===== config.mk =====
export PLATFORM = sky130hd
export DESIGN_NAME = iod_top
export DESIGN_NICKNAME = d
export VERILOG_FILES = /design/src/hw/iod_pkg.sv /design/src/hw/iod_reg.sv /design/src/hw/iod_top.sv
export SDC_FILE = /design/constraint.sdc
export NUM_CORES = 1
export LEC_CHECK = 0
export BUFFER_PORTS_ARGS = -buffer_cell sky130_fd_sc_hd__buf_4
export CAP_MARGIN = 10
export CORE_MARGIN = 1
export CORE_UTILIZATION = 52
export CTS_BUF_LIST = sky130_fd_sc_hd__clkbuf_8
export CTS_CLUSTER_SIZE = 16
export DETAILED_ROUTE_END_ITERATION = 16
export PLACE_DENSITY = 0.84
export RECOVER_POWER = 100
export SYNTH_ARGS = -nofsm -noshare
export SYNTH_HDL_FRONTEND = slang
export SYNTH_HIERARCHICAL = 1
export SYNTH_SLANG_ARGS = --single-unit

===== constraint.sdc =====
create_clock -name clk -period 1.8 [get_ports clk]
set_input_delay 0.27 -clock clk [delete_from_list [all_inputs] [get_ports clk]]
set_output_delay 0.27 -clock clk [all_outputs]
set_load 0.1 [all_outputs]

===== src/hw/iod_pkg.sv =====
// Constants for the low I/O space decoder: operation codes, address windows,
// register offsets and field widths.
// Assumes the core presents one decoded access per enabled clock cycle.
//
// Overview of operation
// - Single-bit raise and lower act only on I/O addresses 0x00 to 0x1F and do nothing elsewhere.
// - For I/O addresses 0x00 to 0x1F one chosen bit can be tested to skip on high or on low.
// - Timer event flags clear when a one is written to their bit and a zero leaves them alone.
// - A single-bit raise or lower changes only the addressed bit and never writes back the others.
// - Short I/O read and write reach I/O addresses 0x00 to 0x3F carried in the opcode.
// - Memory read and write reach an I/O register at its I/O address plus 0x20.
// - Extended I/O at data addresses 0x60 to 0xff is reachable only by memory read and write.
package iod_pkg;

    typedef enum logic [2:0] {
        IOD_OP_NONE,
        IOD_OP_IO_READ,
        IOD_OP_IO_WRITE,
        IOD_OP_MEM_READ,
        IOD_OP_MEM_WRITE,
        IOD_OP_BIT_RAISE,
        IOD_OP_BIT_LOWER,
        IOD_OP_BIT_TEST
    } iod_op_t;

    localparam int IOD_DW = 8;
    localparam int IOD_IOAW = 6;
    localparam int IOD_MAW = 8;
    localparam int IOD_BITW = 3;

    localparam logic [IOD_IOAW-1:0] IOD_BIT_SPACE_LAST = 6'h1f;
    localparam logic [IOD_IOAW-1:0] IOD_IO_LAST = 6'h3f;
    localparam logic [IOD_MAW-1:0] IOD_MEM_IO_OFFSET = 8'h20;
    localparam logic [IOD_MAW-1:0] IOD_MEM_IO_FIRST = 8'h20;
    localparam logic [IOD_MAW-1:0] IOD_MEM_IO_LAST = 8'h5f;
    localparam logic [IOD_MAW-1:0] IOD_EXT_FIRST = 8'h60;
    localparam logic [IOD_MAW-1:0] IOD_EXT_LAST = 8'hff;

    localparam logic [IOD_IOAW-1:0] IOD_PORT_B_PIN_LEVEL = 6'h03;
    localparam logic [IOD_IOAW-1:0] IOD_PORT_B_DIRECTION = 6'h04;
    localparam logic [IOD_IOAW-1:0] IOD_PORT_B_OUTPUT = 6'h05;
    localparam logic [IOD_IOAW-1:0] IOD_PORT_C_PIN_LEVEL = 6'h06;
    localparam logic [IOD_IOAW-1:0] IOD_PORT_C_DIRECTION = 6'h07;
    localparam logic [IOD_IOAW-1:0] IOD_PORT_C_OUTPUT = 6'h08;
    localparam logic [IOD_IOAW-1:0] IOD_PORT_D_PIN_LEVEL = 6'h09;
    localparam logic [IOD_IOAW-1:0] IOD_PORT_D_DIRECTION = 6'h0a;
    localparam logic [IOD_IOAW-1:0] IOD_PORT_D_OUTPUT = 6'h0b;
    localparam logic [IOD_IOAW-1:0] IOD_PORT_A_PIN_LEVEL = 6'h0c;
    localparam logic [IOD_IOAW-1:0] IOD_PORT_A_DIRECTION = 6'h0d;
    localparam logic [IOD_IOAW-1:0] IOD_PORT_A_OUTPUT = 6'h0e;
    localparam logic [IOD_IOAW-1:0] IOD_PORT_PULLUP_BREAK_CONTROL = 6'h12;
    localparam logic [IOD_IOAW-1:0] IOD_TIMER0_EVENT_FLAGS = 6'h15;
    localparam logic [IOD_IOAW-1:0] IOD_TIMER1_EVENT_FLAGS = 6'h16;

    localparam logic [IOD_DW-1:0] IOD_PORT_A_MASK = 8'h0f;
    localparam logic [IOD_DW-1:0] IOD_TIMER0_FLAG_MASK = 8'h07;
    localparam logic [IOD_DW-1:0] IOD_TIMER1_FLAG_MASK = 8'h27;
    localparam logic [IOD_DW-1:0] IOD_RESET_VALUE = 8'h00;

endpackage


===== src/hw/iod_reg.sv =====
// One storage byte of the I/O space with ordinary or write-one-to-clear flags.
// Assumes at most one write or bit operation is presented per enabled cycle.
`timescale 1ns/1ps
module iod_reg
    import iod_pkg::*;
#(
    parameter logic [IOD_DW-1:0] MASK = 8'hff,
    parameter bit W1C = 1'b0
) (
    input wire logic clk,
    input wire logic rst,
    input wire logic ce,
    input wire logic wr,
    input wire logic [IOD_DW-1:0] wdata,
    input wire logic bit_raise,
    input wire logic bit_lower,
    input wire logic [IOD_BITW-1:0] bit_sel,
    input wire logic [IOD_DW-1:0] hw_set,
    output logic [IOD_DW-1:0] value
);
    logic [IOD_DW-1:0] value_reg;
    logic [IOD_DW-1:0] value_next;
    logic [IOD_DW-1:0] onehot;

    assign value = value_reg;

    always_comb begin
        onehot = IOD_DW'(1) << bit_sel;
        value_next = value_reg;
        if (W1C) begin
            // A flag raised by hardware in the same cycle as its clear stays set.
            if (wr) begin
                value_next = value_reg & ~wdata;
            end else if (bit_raise) begin
                value_next = value_reg & ~onehot;
            end
            value_next = (value_next | hw_set) & MASK;
        end else begin
            if (wr) begin
                value_next = wdata & MASK;
            end else if (bit_raise) begin
                value_next = (value_reg | onehot) & MASK;
            end else if (bit_lower) begin
                value_next = value_reg & ~onehot;
            end
        end
    end

    always_ff @(posedge clk or posedge rst) begin
        if (rst) begin
            value_reg <= IOD_RESET_VALUE;
        end else if (ce) begin
            value_reg <= value_next;
        end
    end
endmodule


===== src/hw/iod_top.sv =====
// Low I/O space decoder with the port and timer flag registers behind it.
// Assumes the core issues one operation per enabled cycle and waits for the
// registered answer one cycle later; pin levels arrive synchronous to clk.
`timescale 1ns/1ps
module iod_top
    import iod_pkg::*;
(
    input wire logic clk,
    input wire logic rst,
    input wire logic ce,
    input wire iod_op_t op,
    input wire logic [IOD_IOAW-1:0] io_addr,
    input wire logic [IOD_MAW-1:0] mem_addr,
    input wire logic [IOD_BITW-1:0] bit_sel,
    input wire logic [IOD_DW-1:0] wdata,
    input wire logic [IOD_DW-1:0] pin_a,
    input wire logic [IOD_DW-1:0] pin_b,
    input wire logic [IOD_DW-1:0] pin_c,
    input wire logic [IOD_DW-1:0] pin_d,
    input wire logic [IOD_DW-1:0] timer0_events,
    input wire logic [IOD_DW-1:0] timer1_events,
    output logic [IOD_DW-1:0] rdata,
    output logic rvalid,
    output logic skip,
    output logic ext_read,
    output logic ext_write,
    output logic [IOD_MAW-1:0] ext_addr,
    output logic [IOD_DW-1:0] ext_wdata,
    output logic [IOD_DW-1:0] port_a_drive,
    output logic [IOD_DW-1:0] port_a_enable,
    output logic [IOD_DW-1:0] port_b_drive,
    output logic [IOD_DW-1:0] port_b_enable,
    output logic [IOD_DW-1:0] port_c_drive,
    output logic [IOD_DW-1:0] port_c_enable,
    output logic [IOD_DW-1:0] port_d_drive,
    output logic [IOD_DW-1:0] port_d_enable,
    output logic [IOD_DW-1:0] pullup_break_ctrl,
    output logic [IOD_DW-1:0] timer0_flags,
    output logic [IOD_DW-1:0] timer1_flags
);
    localparam int NREG = 11;
    localparam logic [IOD_IOAW-1:0] OFFS [NREG] = '{
        IOD_PORT_B_DIRECTION, IOD_PORT_B_OUTPUT, IOD_PORT_C_DIRECTION, IOD_PORT_C_OUTPUT,
        IOD_PORT_D_DIRECTION, IOD_PORT_D_OUTPUT, IOD_PORT_A_DIRECTION, IOD_PORT_A_OUTPUT,
        IOD_PORT_PULLUP_BREAK_CONTROL, IOD_TIMER0_EVENT_FLAGS, IOD_TIMER1_EVENT_FLAGS};
    localparam logic [IOD_DW-1:0] MASKS [NREG] = '{
        8'hff, 8'hff, 8'hff, 8'hff, 8'hff, 8'hff, IOD_PORT_A_MASK, IOD_PORT_A_MASK,
        8'hff, IOD_TIMER0_FLAG_MASK, IOD_TIMER1_FLAG_MASK};

    // ==================================================================
    // Elaboration checks
    // ==================================================================
    // Skip polarity, bit selection and the data-space window all assume byte registers behind a fixed offset.
    if (IOD_DW != 8) begin : g_chk_dw
        $error("iod_top serves byte-wide registers only");
    end
    if (IOD_BITW != $clog2(IOD_DW)) begin : g_chk_bitw
        $error("iod_top needs a bit index that spans exactly one register");
    end
    if (IOD_MAW <= IOD_IOAW) begin : g_chk_maw
        $error("iod_top needs data addresses wider than short I/O addresses");
    end
    if (IOD_MEM_IO_OFFSET != IOD_MEM_IO_FIRST) begin : g_chk_first
        $error("iod_top needs the data-space window to start at the offset");
    end
    if (IOD_MEM_IO_LAST - IOD_MEM_IO_FIRST != IOD_MAW'(IOD_IO_LAST)) begin : g_chk_window
        $error("iod_top needs the data-space window to cover the whole short space");
    end

    // ==================================================================
    // Address decode
    // ==================================================================
    logic acc_valid;
    logic acc_write;
    logic acc_read;
    logic bit_op;
    logic ext_hit;
    logic [IOD_IOAW-1:0] acc_addr;
    logic [IOD_MAW-1:0] mem_io;

    always_comb begin
        mem_io = mem_addr - IOD_MEM_IO_OFFSET;
        acc_valid = 1'b0;
        acc_write = 1'b0;
        acc_read = 1'b0;
        bit_op = 1'b0;
        ext_hit = 1'b0;
        acc_addr = io_addr;
        case (op)
            IOD_OP_IO_READ: begin
                acc_valid = (io_addr <= IOD_IO_LAST);
                acc_read = 1'b1;
            end
            IOD_OP_IO_WRITE: begin
                acc_valid = (io_addr <= IOD_IO_LAST);
                acc_write = 1'b1;
            end
            IOD_OP_MEM_READ, IOD_OP_MEM_WRITE: begin
                acc_addr = mem_io[IOD_IOAW-1:0];
                acc_valid = (mem_addr >= IOD_MEM_IO_FIRST) && (mem_addr <= IOD_MEM_IO_LAST);
                ext_hit = (mem_addr >= IOD_EXT_FIRST) && (mem_addr <= IOD_EXT_LAST);
                acc_read = (op == IOD_OP_MEM_READ);
                acc_write = (op == IOD_OP_MEM_WRITE);
            end
            IOD_OP_BIT_RAISE, IOD_OP_BIT_LOWER, IOD_OP_BIT_TEST: begin
                acc_valid = (io_addr <= IOD_BIT_SPACE_LAST);
                bit_op = 1'b1;
            end
            default: begin
                acc_valid = 1'b0;
            end
        endcase
    end

    // ==================================================================
    // Storage
    // ==================================================================
    logic [IOD_DW-1:0] vals [NREG];
    logic [NREG-1:0] hit;

    for (genvar i = 0; i < NREG; i++) begin : g_reg
        logic [IOD_DW-1:0] hw_set;
        assign hit[i] = acc_valid && (acc_addr == OFFS[i]);
        assign hw_set = (i == NREG - 2) ? timer0_events : ((i == NREG - 1) ? timer1_events : IOD_RESET_VALUE);
        iod_reg #(.MASK(MASKS[i]), .W1C(i >= NREG - 2)) u_reg (
            .clk(clk),
            .rst(rst),
            .ce(ce),
            .wr(hit[i] && acc_write),
            .wdata(wdata),
            .bit_raise(hit[i] && (op == IOD_OP_BIT_RAISE)),
            .bit_lower(hit[i] && (op == IOD_OP_BIT_LOWER) && (i < NREG - 2)),
            .bit_sel(bit_sel),
            .hw_set(hw_set),
            .value(vals[i])
        );
    end

    // ==================================================================
    // Read mux and answer
    // ==================================================================
    logic [IOD_DW-1:0] read_val;
    logic [IOD_DW-1:0] rdata_reg;
    logic [IOD_DW-1:0] rdata_next;
    logic rvalid_reg;
    logic rvalid_next;
    logic skip_reg;
    logic skip_next;
    logic ext_read_reg;
    logic ext_read_next;
    logic ext_write_reg;
    logic ext_write_next;
    logic [IOD_MAW-1:0] ext_addr_reg;
    logic [IOD_MAW-1:0] ext_addr_next;
    logic [IOD_DW-1:0] ext_wdata_reg;
    logic [IOD_DW-1:0] ext_wdata_next;

    always_comb begin
        read_val = IOD_RESET_VALUE;
        if (acc_valid) begin
            case (acc_addr)
                IOD_PORT_B_PIN_LEVEL: read_val = pin_b;
                IOD_PORT_C_PIN_LEVEL: read_val = pin_c;
                IOD_PORT_D_PIN_LEVEL: read_val = pin_d;
                IOD_PORT_A_PIN_LEVEL: read_val = pin_a & IOD_PORT_A_MASK;
                default: begin
                    for (int k = 0; k < NREG; k++) begin
                        if (hit[k]) begin
                            read_val = vals[k];
                        end
                    end
                end
            endcase
        end
        rdata_next = acc_read ? read_val : IOD_RESET_VALUE;
        rvalid_next = acc_read && (acc_valid || ext_hit);
        // The skip decision reports the polarity requested: bit_sel picks the bit, wdata[0] picks high.
        skip_next = (op == IOD_OP_BIT_TEST) && acc_valid && (read_val[bit_sel] == wdata[0]);
        ext_read_next = ext_hit && (op == IOD_OP_MEM_READ);
        ext_write_next = ext_hit && (op == IOD_OP_MEM_WRITE);
        // The extended side qualifies these copies with its own strobes, so they follow every enabled cycle.
        ext_addr_next = mem_addr;
        ext_wdata_next = wdata;
    end

    always_ff @(posedge clk or posedge rst) begin
        if (rst) begin
            rdata_reg <= IOD_RESET_VALUE;
            rvalid_reg <= 1'b0;
            skip_reg <= 1'b0;
            ext_read_reg <= 1'b0;
            ext_write_reg <= 1'b0;
            ext_addr_reg <= IOD_MAW'(IOD_RESET_VALUE);
            ext_wdata_reg <= IOD_RESET_VALUE;
        end else if (ce) begin
            rdata_reg <= rdata_next;
            rvalid_reg <= rvalid_next;
            skip_reg <= skip_next;
            ext_read_reg <= ext_read_next;
            ext_write_reg <= ext_write_next;
            ext_addr_reg <= ext_addr_next;
            ext_wdata_reg <= ext_wdata_next;
        end
    end

    assign rdata = rdata_reg;
    assign rvalid = rvalid_reg;
    assign skip = skip_reg;
    assign ext_read = ext_read_reg;
    assign ext_write = ext_write_reg;
    assign ext_addr = ext_addr_reg;
    assign ext_wdata = ext_wdata_reg;

    // Register outputs are the storage flops themselves, so they follow writes one cycle later.
    assign port_b_enable = vals[0];
    assign port_b_drive = vals[1];
    assign port_c_enable = vals[2];
    assign port_c_drive = vals[3];
    assign port_d_enable = vals[4];
    assign port_d_drive = vals[5];
    assign port_a_enable = vals[6];
    assign port_a_drive = vals[7];
    assign pullup_break_ctrl = vals[8];
    assign timer0_flags = vals[9];
    assign timer1_flags = vals[10];
endmodule


==> impl_metrics.ini, run 1 <==
[status]
haltStage = 5_1_grt
first-error = [ERROR GRT-0232] Routing congestion too high. Check the congestion heatmap in the GUI.
status = did not finish

[cts]
clk_path_buf_depth = 2
cts_max_level = 3
cts.sinks = 107
cts_root_buffer = clkbuf_8
numCtsBuffers = 9

[logic_synthesis]
syn_area_um2 = 8838
syn_inst = 977
avgSynthCellArea_um2 = 9.047
yosys_warnings = 6

[floorplanning]
num_rows = 47
pin_count = 195
die_h_um = 132.4
die_w_um = 132.4
start_util = 0.5330

[grt]
grt_antenna_before_repair = 8
grt_max_degree = 101
track_usage = 0.7847
grt_remaining_overflow = 34

[placement]
dp_hpwl_um = 25640
portBuffers = 172
gp_congestion = 1.063
post-place-ws_ps = -1584

[timing]
worst-ep-kind = register data pin
grt-worst-endpoint = skip$_DFFE_PP0P_/D
[per-layer routing]
metal  global-route usage  GRT overflow
met2               0.9310            17
met3               0.6817             2
met5               0.2694             1
met1               0.7940             1
met4               0.7305            13
[what timing repair did]
item,4_1_cts
pin swaps,60
hold buffers,1
endpoints found under the hold margin,87
gates resized for setup,205
setup buffers,55
endpoints found under the setup margin,88
gates cloned,3
[stage by stage]
| step | instance area [µm²] | hold WS, ps | cells |
|---|---|---|---|
| floorplan | 9320 | 23.64 | 984 |
| global placement | 12370 | 253.3 | 1547 |
| detailed placement | 12370 | 258.6 | 1547 |
| CTS | 13910 | 70.17 | 1621 |
==> run 2, diff against run 1 <==
CORE_UTILIZATION = 40   (was 52)
CTS_BUF_LIST = unset   (was sky130_fd_sc_hd__clkbuf_8)
CTS_CLUSTER_SIZE = unset   (was 16)
PLACE_DENSITY = unset   (was 0.84)
PLACE_DENSITY_LB_ADDON = 0.15   (was unset)
clock period = 2.34 ns   (was 1.8 ns; I/O delays follow)
==> run 2 against run 1 <==
Against the previous run: the flow now finishes, with violations (setup timing); synthesized cell count stayed put; area after synthesis unchanged.
==> impl_metrics.ini, run 2 <==
[detailed_routing]
met3_length_um = 2320
wirelength_um = 35190
first_pass_iters = 6
drc_errors = 0
wl_met2_um = 16510
met1Wirelength_um = 15230
viasPerCell = 5.897
highest_layer = met4
drtIter0Drc = 689
vias = 9470
ant_nets = 0
wire_per_inst_um = 21.91

[logic_synthesis]
syn_inst = 977
yosys_warnings = 6
syn_area_um2 = 8838
avgSynthCellArea_um2 = 9.047

[pwr]
ir_drop_v = 0.0003938
power_density_nw_per_um2 = 394.4
p_leak_nw = 5.928

[critical_path]
critPathLaunchType = primary input
arrival_ps = 3270
worstPathRequired_ps = 2570
worstSetupEndpointType = flip-flop
worst-path-max-fanout = 7
worstSetupPathType = primary input to flip-flop

[timing]
finalSetupViolCount = 88
holdWs_ps = 204.3
worst_slew_pin_slew_ps = 1034
finalHoldViolations = 0
rsz0062_at_grt = yes
fin_ws_ps = -695.6
fmax_mhz = 329.4
final-max-slew-violation-count = 0
fin_crit_sh = 1.297
layout_min_cycle_time_ps = 3036
fin_skew_ps = 8.366
slew-limit-headroom = 0.3107

[worst_hold_path]
hp-class = primary input to flip-flop

[placement]
post-place-ws_ps = -1286
place_area_um2 = 11920
portBuffers = 172
dp_hpwl_um = 24920
gp_congestion = 0.9729

[cts]
cts.sinks = 107
cts_root_buffer = clkbuf_16
cts_max_level = 3
cts_tree = built
numCtsBuffers = 9
clk_path_buf_depth = 2
clock_latency_ps = 360
path_clk_slew_ps = 80

[status]
violations = setup timing
status = finished with violations

[floorplanning]
pin_count = 195
num_rows = 54
core_um2 = 21760
die_w_um = 150.6
start_util = 0.4063
die_h_um = 150.6
die_area_um2 = 22690

[cells_and_area]
drive_gt1_frac = 0.5442
area_growth_pct = 55.21
fin_util = 0.6306
stdcell_area_um2 = 13720
final_nets = 1399
final_cell_mix = 327 x buf_4, 107 x dfrtp_1, 94 x nand2_1, 49 x o21ai_2, 44 x buf_6
final_common_cell = buf_4

[flow_run]
max_cap_violations = 0

[grt]
grt_pass1_vias = 9213
grt_antenna_before_repair = 0
track_usage = 0.3104
grt_pass1_wl_um = 53350
grt_remaining_overflow = 0
grt_max_degree = 104
run 2: critical path: stages:
cell      delay, ps
buf_12          110
or3b_4          430
buf_6           140
buf_6           110
o221ai_4        370
buf_6           180
xnor2_2          80
and2_4          200
buf_6           130
and3_1          160
or3b_1          360
o311a_1         130
a211oi_2        230
xor2_1          190
o22ai_2          80
run 2: final timing paths:
path / cells past startpoint / slack, ps / endpoint / startpoint
worst min register to register: 1 / 510 / ext_wdata[7] / ext_wdata[7]
max in group asynchronous: 4 / 670 / ext_wdata[7] / rst
worst max-delay path: 15 / -700 / skip / op[0]
worst min-delay path: 3 / 200 / g_reg[10].u_reg/value[5] / timer1_events[5]
worst max register to register: 10 / 50 / skip / flip-flop
min in group asynchronous: 3 / 890 / g_reg[9].u_reg/value[2] / rst
run 2: per-stage QoR:
stage	std cells	TNS [ps]	power, mW
3_5_place_dp	1540	-62040	3.592
2_1_floorplan	984	-25240	2.954
6_report	1606	-25840	5.411
3_3_place_gp	1540	-59730	3.590
5_1_grt	1605	-34170	5.591
4_1_cts	1594	-22470	5.323
run 2: timing repair:
item,4_1_cts,5_1_grt
setup buffers,39,12
hold endpoints to repair,7,0
gates cloned,1,3
resized for setup,195,62
pin swaps,71,41
setup endpoints to repair,88,88
hold buffers,1,0
run 2: metal layers:
metal / up-vias / GRT usage
li1: 4401 / -
met1: 4634 / 0.4179
met2: 365 / 0.4972
met3: 70 / 0.05424
met4: 0 / 0.1125
met5: - / 0
run 2: final cells by class:
class	count	area (µm²)
diodes	1	2.502
clock buffers	12	256.5
clock inverters	4	33.78
fillers	1854	8038
inverters	34	130.1
multi-input cells	770	6838
flip-flops and latches	107	2678
well taps	280	350.3
repair buffers	398	3430
run 2: where the power goes:
| group | switching, mW | total, mW | internal, mW |
|---|---|---|---|
| Combinational | 1.19 | 1.92 | 0.736 |
| Sequential | 0.0290 | 1.92 | 1.89 |
| Clock | 0.779 | 1.57 | 0.792 |
| Total | 1.99 | 5.41 | 3.42 |
No activity file was read; power rests on OpenSTA's default activity.
==> run 3, diff against run 2 <==
CELL_PAD_IN_SITES_DETAIL_PLACEMENT = 2   (was unset)
CELL_PAD_IN_SITES_GLOBAL_PLACEMENT = 2   (was unset)
CORE_UTILIZATION = 31   (was 40)
SYNTH_HIERARCHICAL = unset   (was 1)
==> run 3 against run 2 <==
Against the previous run: critical endpoint unchanged; sequential power increased by 2%; the run ends with capacitance limit, slew limit, setup timing left; register-to-register slack lost 430 ps; count of clock-buffer cells in the layout decreased by 3; largest cell class unchanged; synthesized cell count shrank 29%; die area is 6.5% lower; critical path type unchanged; final area decreased by 18%.
==> impl_metrics.ini, run 3 <==
[status]
status = finished with violations
violations = capacitance limit, slew limit, setup timing

[cts]
clock_latency_ps = 380
numCtsBuffers = 9
cts.sinks = 107
path_clk_slew_ps = 80
clk_path_buf_depth = 2
hold_buffers = 0
cts_root_buffer = clkbuf_16
cts_tree = built
cts_max_level = 3

[floorplanning]
die_w_um = 145.6
core_um2 = 20230
num_rows = 52
die_area_um2 = 21210
start_util = 0.3161
pin_count = 195
die_h_um = 145.6

[detailed_routing]
wirelength_um = 51210
first_pass_iters = 5
wire_per_inst_um = 37.43
ant_nets = 0
vias = 8805
drtIter0Drc = 792
viasPerCell = 6.436
drc_errors = 0

[logic_synthesis]
yosys_warnings = 0
synth_edf_count = 0
syn_area_um2 = 6396
synth_area_leader_cell = dfrtp_1
syn_inst = 689
ys_ff_latch = 107
ys.flop_type = dfrtp_1
synth_top_area_share = 0.4186
netlist-cell-type-count = 75
yosysMostFrequentCell = dfrtp_1
synth_common_cells = 107 x dfrtp_1, 99 x nor2_1, 60 x mux2_2
ys_seq_area_frac = 0.4186
async_flop_share = 1.000
avgSynthCellArea_um2 = 9.283
synthTopCellsByArea = dfrtp_1 42%, mux2_2 11%, nor2_1 5.8%

[timing]
fin_ws_ps = -1532
layout_min_cycle_time_ps = 3872
slew-limit-headroom = -0.09632
fin_skew_ps = 14.35
fmax_mhz = 258.3
final-max-slew-violation-count = 108
worst_slew_pin_slew_ps = 1644
rsz0062_at_grt = yes
finalHoldViolations = 0
finalSetupViolCount = 88
fin_crit_sh = 1.655
holdWs_ps = 214.2

[worst_hold_path]
hp-class = primary input to flip-flop
hold_path_end = skip
worstHoldStart = io_addr[5]
hold_path_depth = 2

[critical_path]
arrival_ps = 4140
reg2reg_depth = 9
cp_slowest_stage_delay_ps = 500
worst-path-max-fanout = 8
worstPathRequired_ps = 2610
worstSetupPathType = primary input to flip-flop
r2r_setup_slack_ps = -380
critPathLaunchType = primary input
critPathLaunch = op[0]
worstSetupEndpointType = flip-flop
slowest_stage = a2111oi_2
timing.rr.end = skip
crit_chain = buf_8, and3b_2, buf_12, or3_4, buf_6, a211oi_4, a22o_1, a21oi_1, a221oi_2, o211ai_1, a2111oi_2, nand4_1, xnor2_1, o41ai_2

[cells_and_area]
antenna_cells = 0
drive_gt1_frac = 0.5546
fillers = 2070
final_cell_mix = 234 x buf_4, 107 x dfrtp_1, 67 x buf_6, 60 x clkbuf_1, 52 x nor2_4
multiInputGateArea_um2 = 4616
final_common_cell = buf_4
stdcell_area_um2 = 11310
ff_latch_area_um2 = 2678
final_nets = 1172
area_growth_pct = 76.88

[pwr]
power_density_nw_per_um2 = 512.3
p_leak_nw = 4.979
ir_drop_v = 0.0003762

[grt]
track_usage = 0.3750
grtUsageMet2 = 0.6430
grt_antenna_before_repair = 1
grt_pass1_vias = 8680
gr-max-usage-layer = met2
grt_remaining_overflow = 0
grt_max_degree = 108
met3_usage = 0.04922
met1_usage = 0.4661
grt_pass1_wl_um = 59040

[placement]
gp_congestion = 0.8889
post-place-ws_ps = -1479
place_area_um2 = 9518
dp_hpwl_um = 26660
portBuffers = 172

[flow_run]
max_cap_violations = 1
[run 3: routing by layer]
metal / up-vias / wire [µm]
met5: - / 7
met3: 267 / 3655
met4: 2 / 4132
met1: 4522 / 19290
met2: 663 / 24120
li1: 3351 / -
[run 3: cell families after synthesis]
group / share of synthesized area
AO/OA/AOI/OAI: 0.2398
XOR/XNOR: 0.004109
buffers and inverters: 0.04773
flip-flops: 0.4186
multiplexers: 0.1119
other: 0.0005863
AND/OR/NAND/NOR: 0.1772
[run 3: worst max-delay path by stage]
stage	end	slack [ps]	depth (start not counted)
3_3_place_gp	skip	-1380	14
6_report	skip	-1530	14
5_1_grt	skip	-1590	16
4_1_cts	skip	-940	16
3_5_place_dp	skip	-1480	13
2_1_floorplan	skip	-900	13
[run 3: report_power, final]
group          switching (mW)  total (mW)  internal (mW)
sequential             0.0602        1.96           1.90
clock                   0.925        1.79          0.862
combinational            1.40        2.05          0.643
[run 3: cell type report]
type / instances / share of cell area
Clock inverter: 7 / 0.008073
Inverter: 18 / 0.006083
Clock buffer: 9 / 0.01991
Sequential cell: 107 / 0.2367
Timing Repair Buffer: 429 / 0.2914
Tap cell: 270 / 0.02986
Multi-Input combinational cell: 528 / 0.4080
[run 3: repair_timing]
action	CTS	global route
setup buffers	33	51
setup endpoints to repair	88	88
hold endpoints to repair	0	0
pin swaps	29	47
gates resized for setup	144	173
[run 3: worst max-delay path, delay by kind of cell]
family,cells,cell delay (ps)
XOR/XNOR,1,200
AO/OA/AOI/OAI,7,2300
buffers and inverters,3,430
AND/OR/NAND/NOR,3,840
[run 3: metrics by stage]
step	utilization	setup TNS, ps	power [mW]	std cells
6_report	0.5591	-36110	5.796	1368
5_1_grt	0.5591	-36520	5.881	1368
4_1_cts	0.5272	-10350	5.439	1324
3_5_place_dp	0.4704	-57260	3.599	1280
3_3_place_gp	0.4704	-48780	3.554	1280
2_1_floorplan	-	-20450	2.926	697
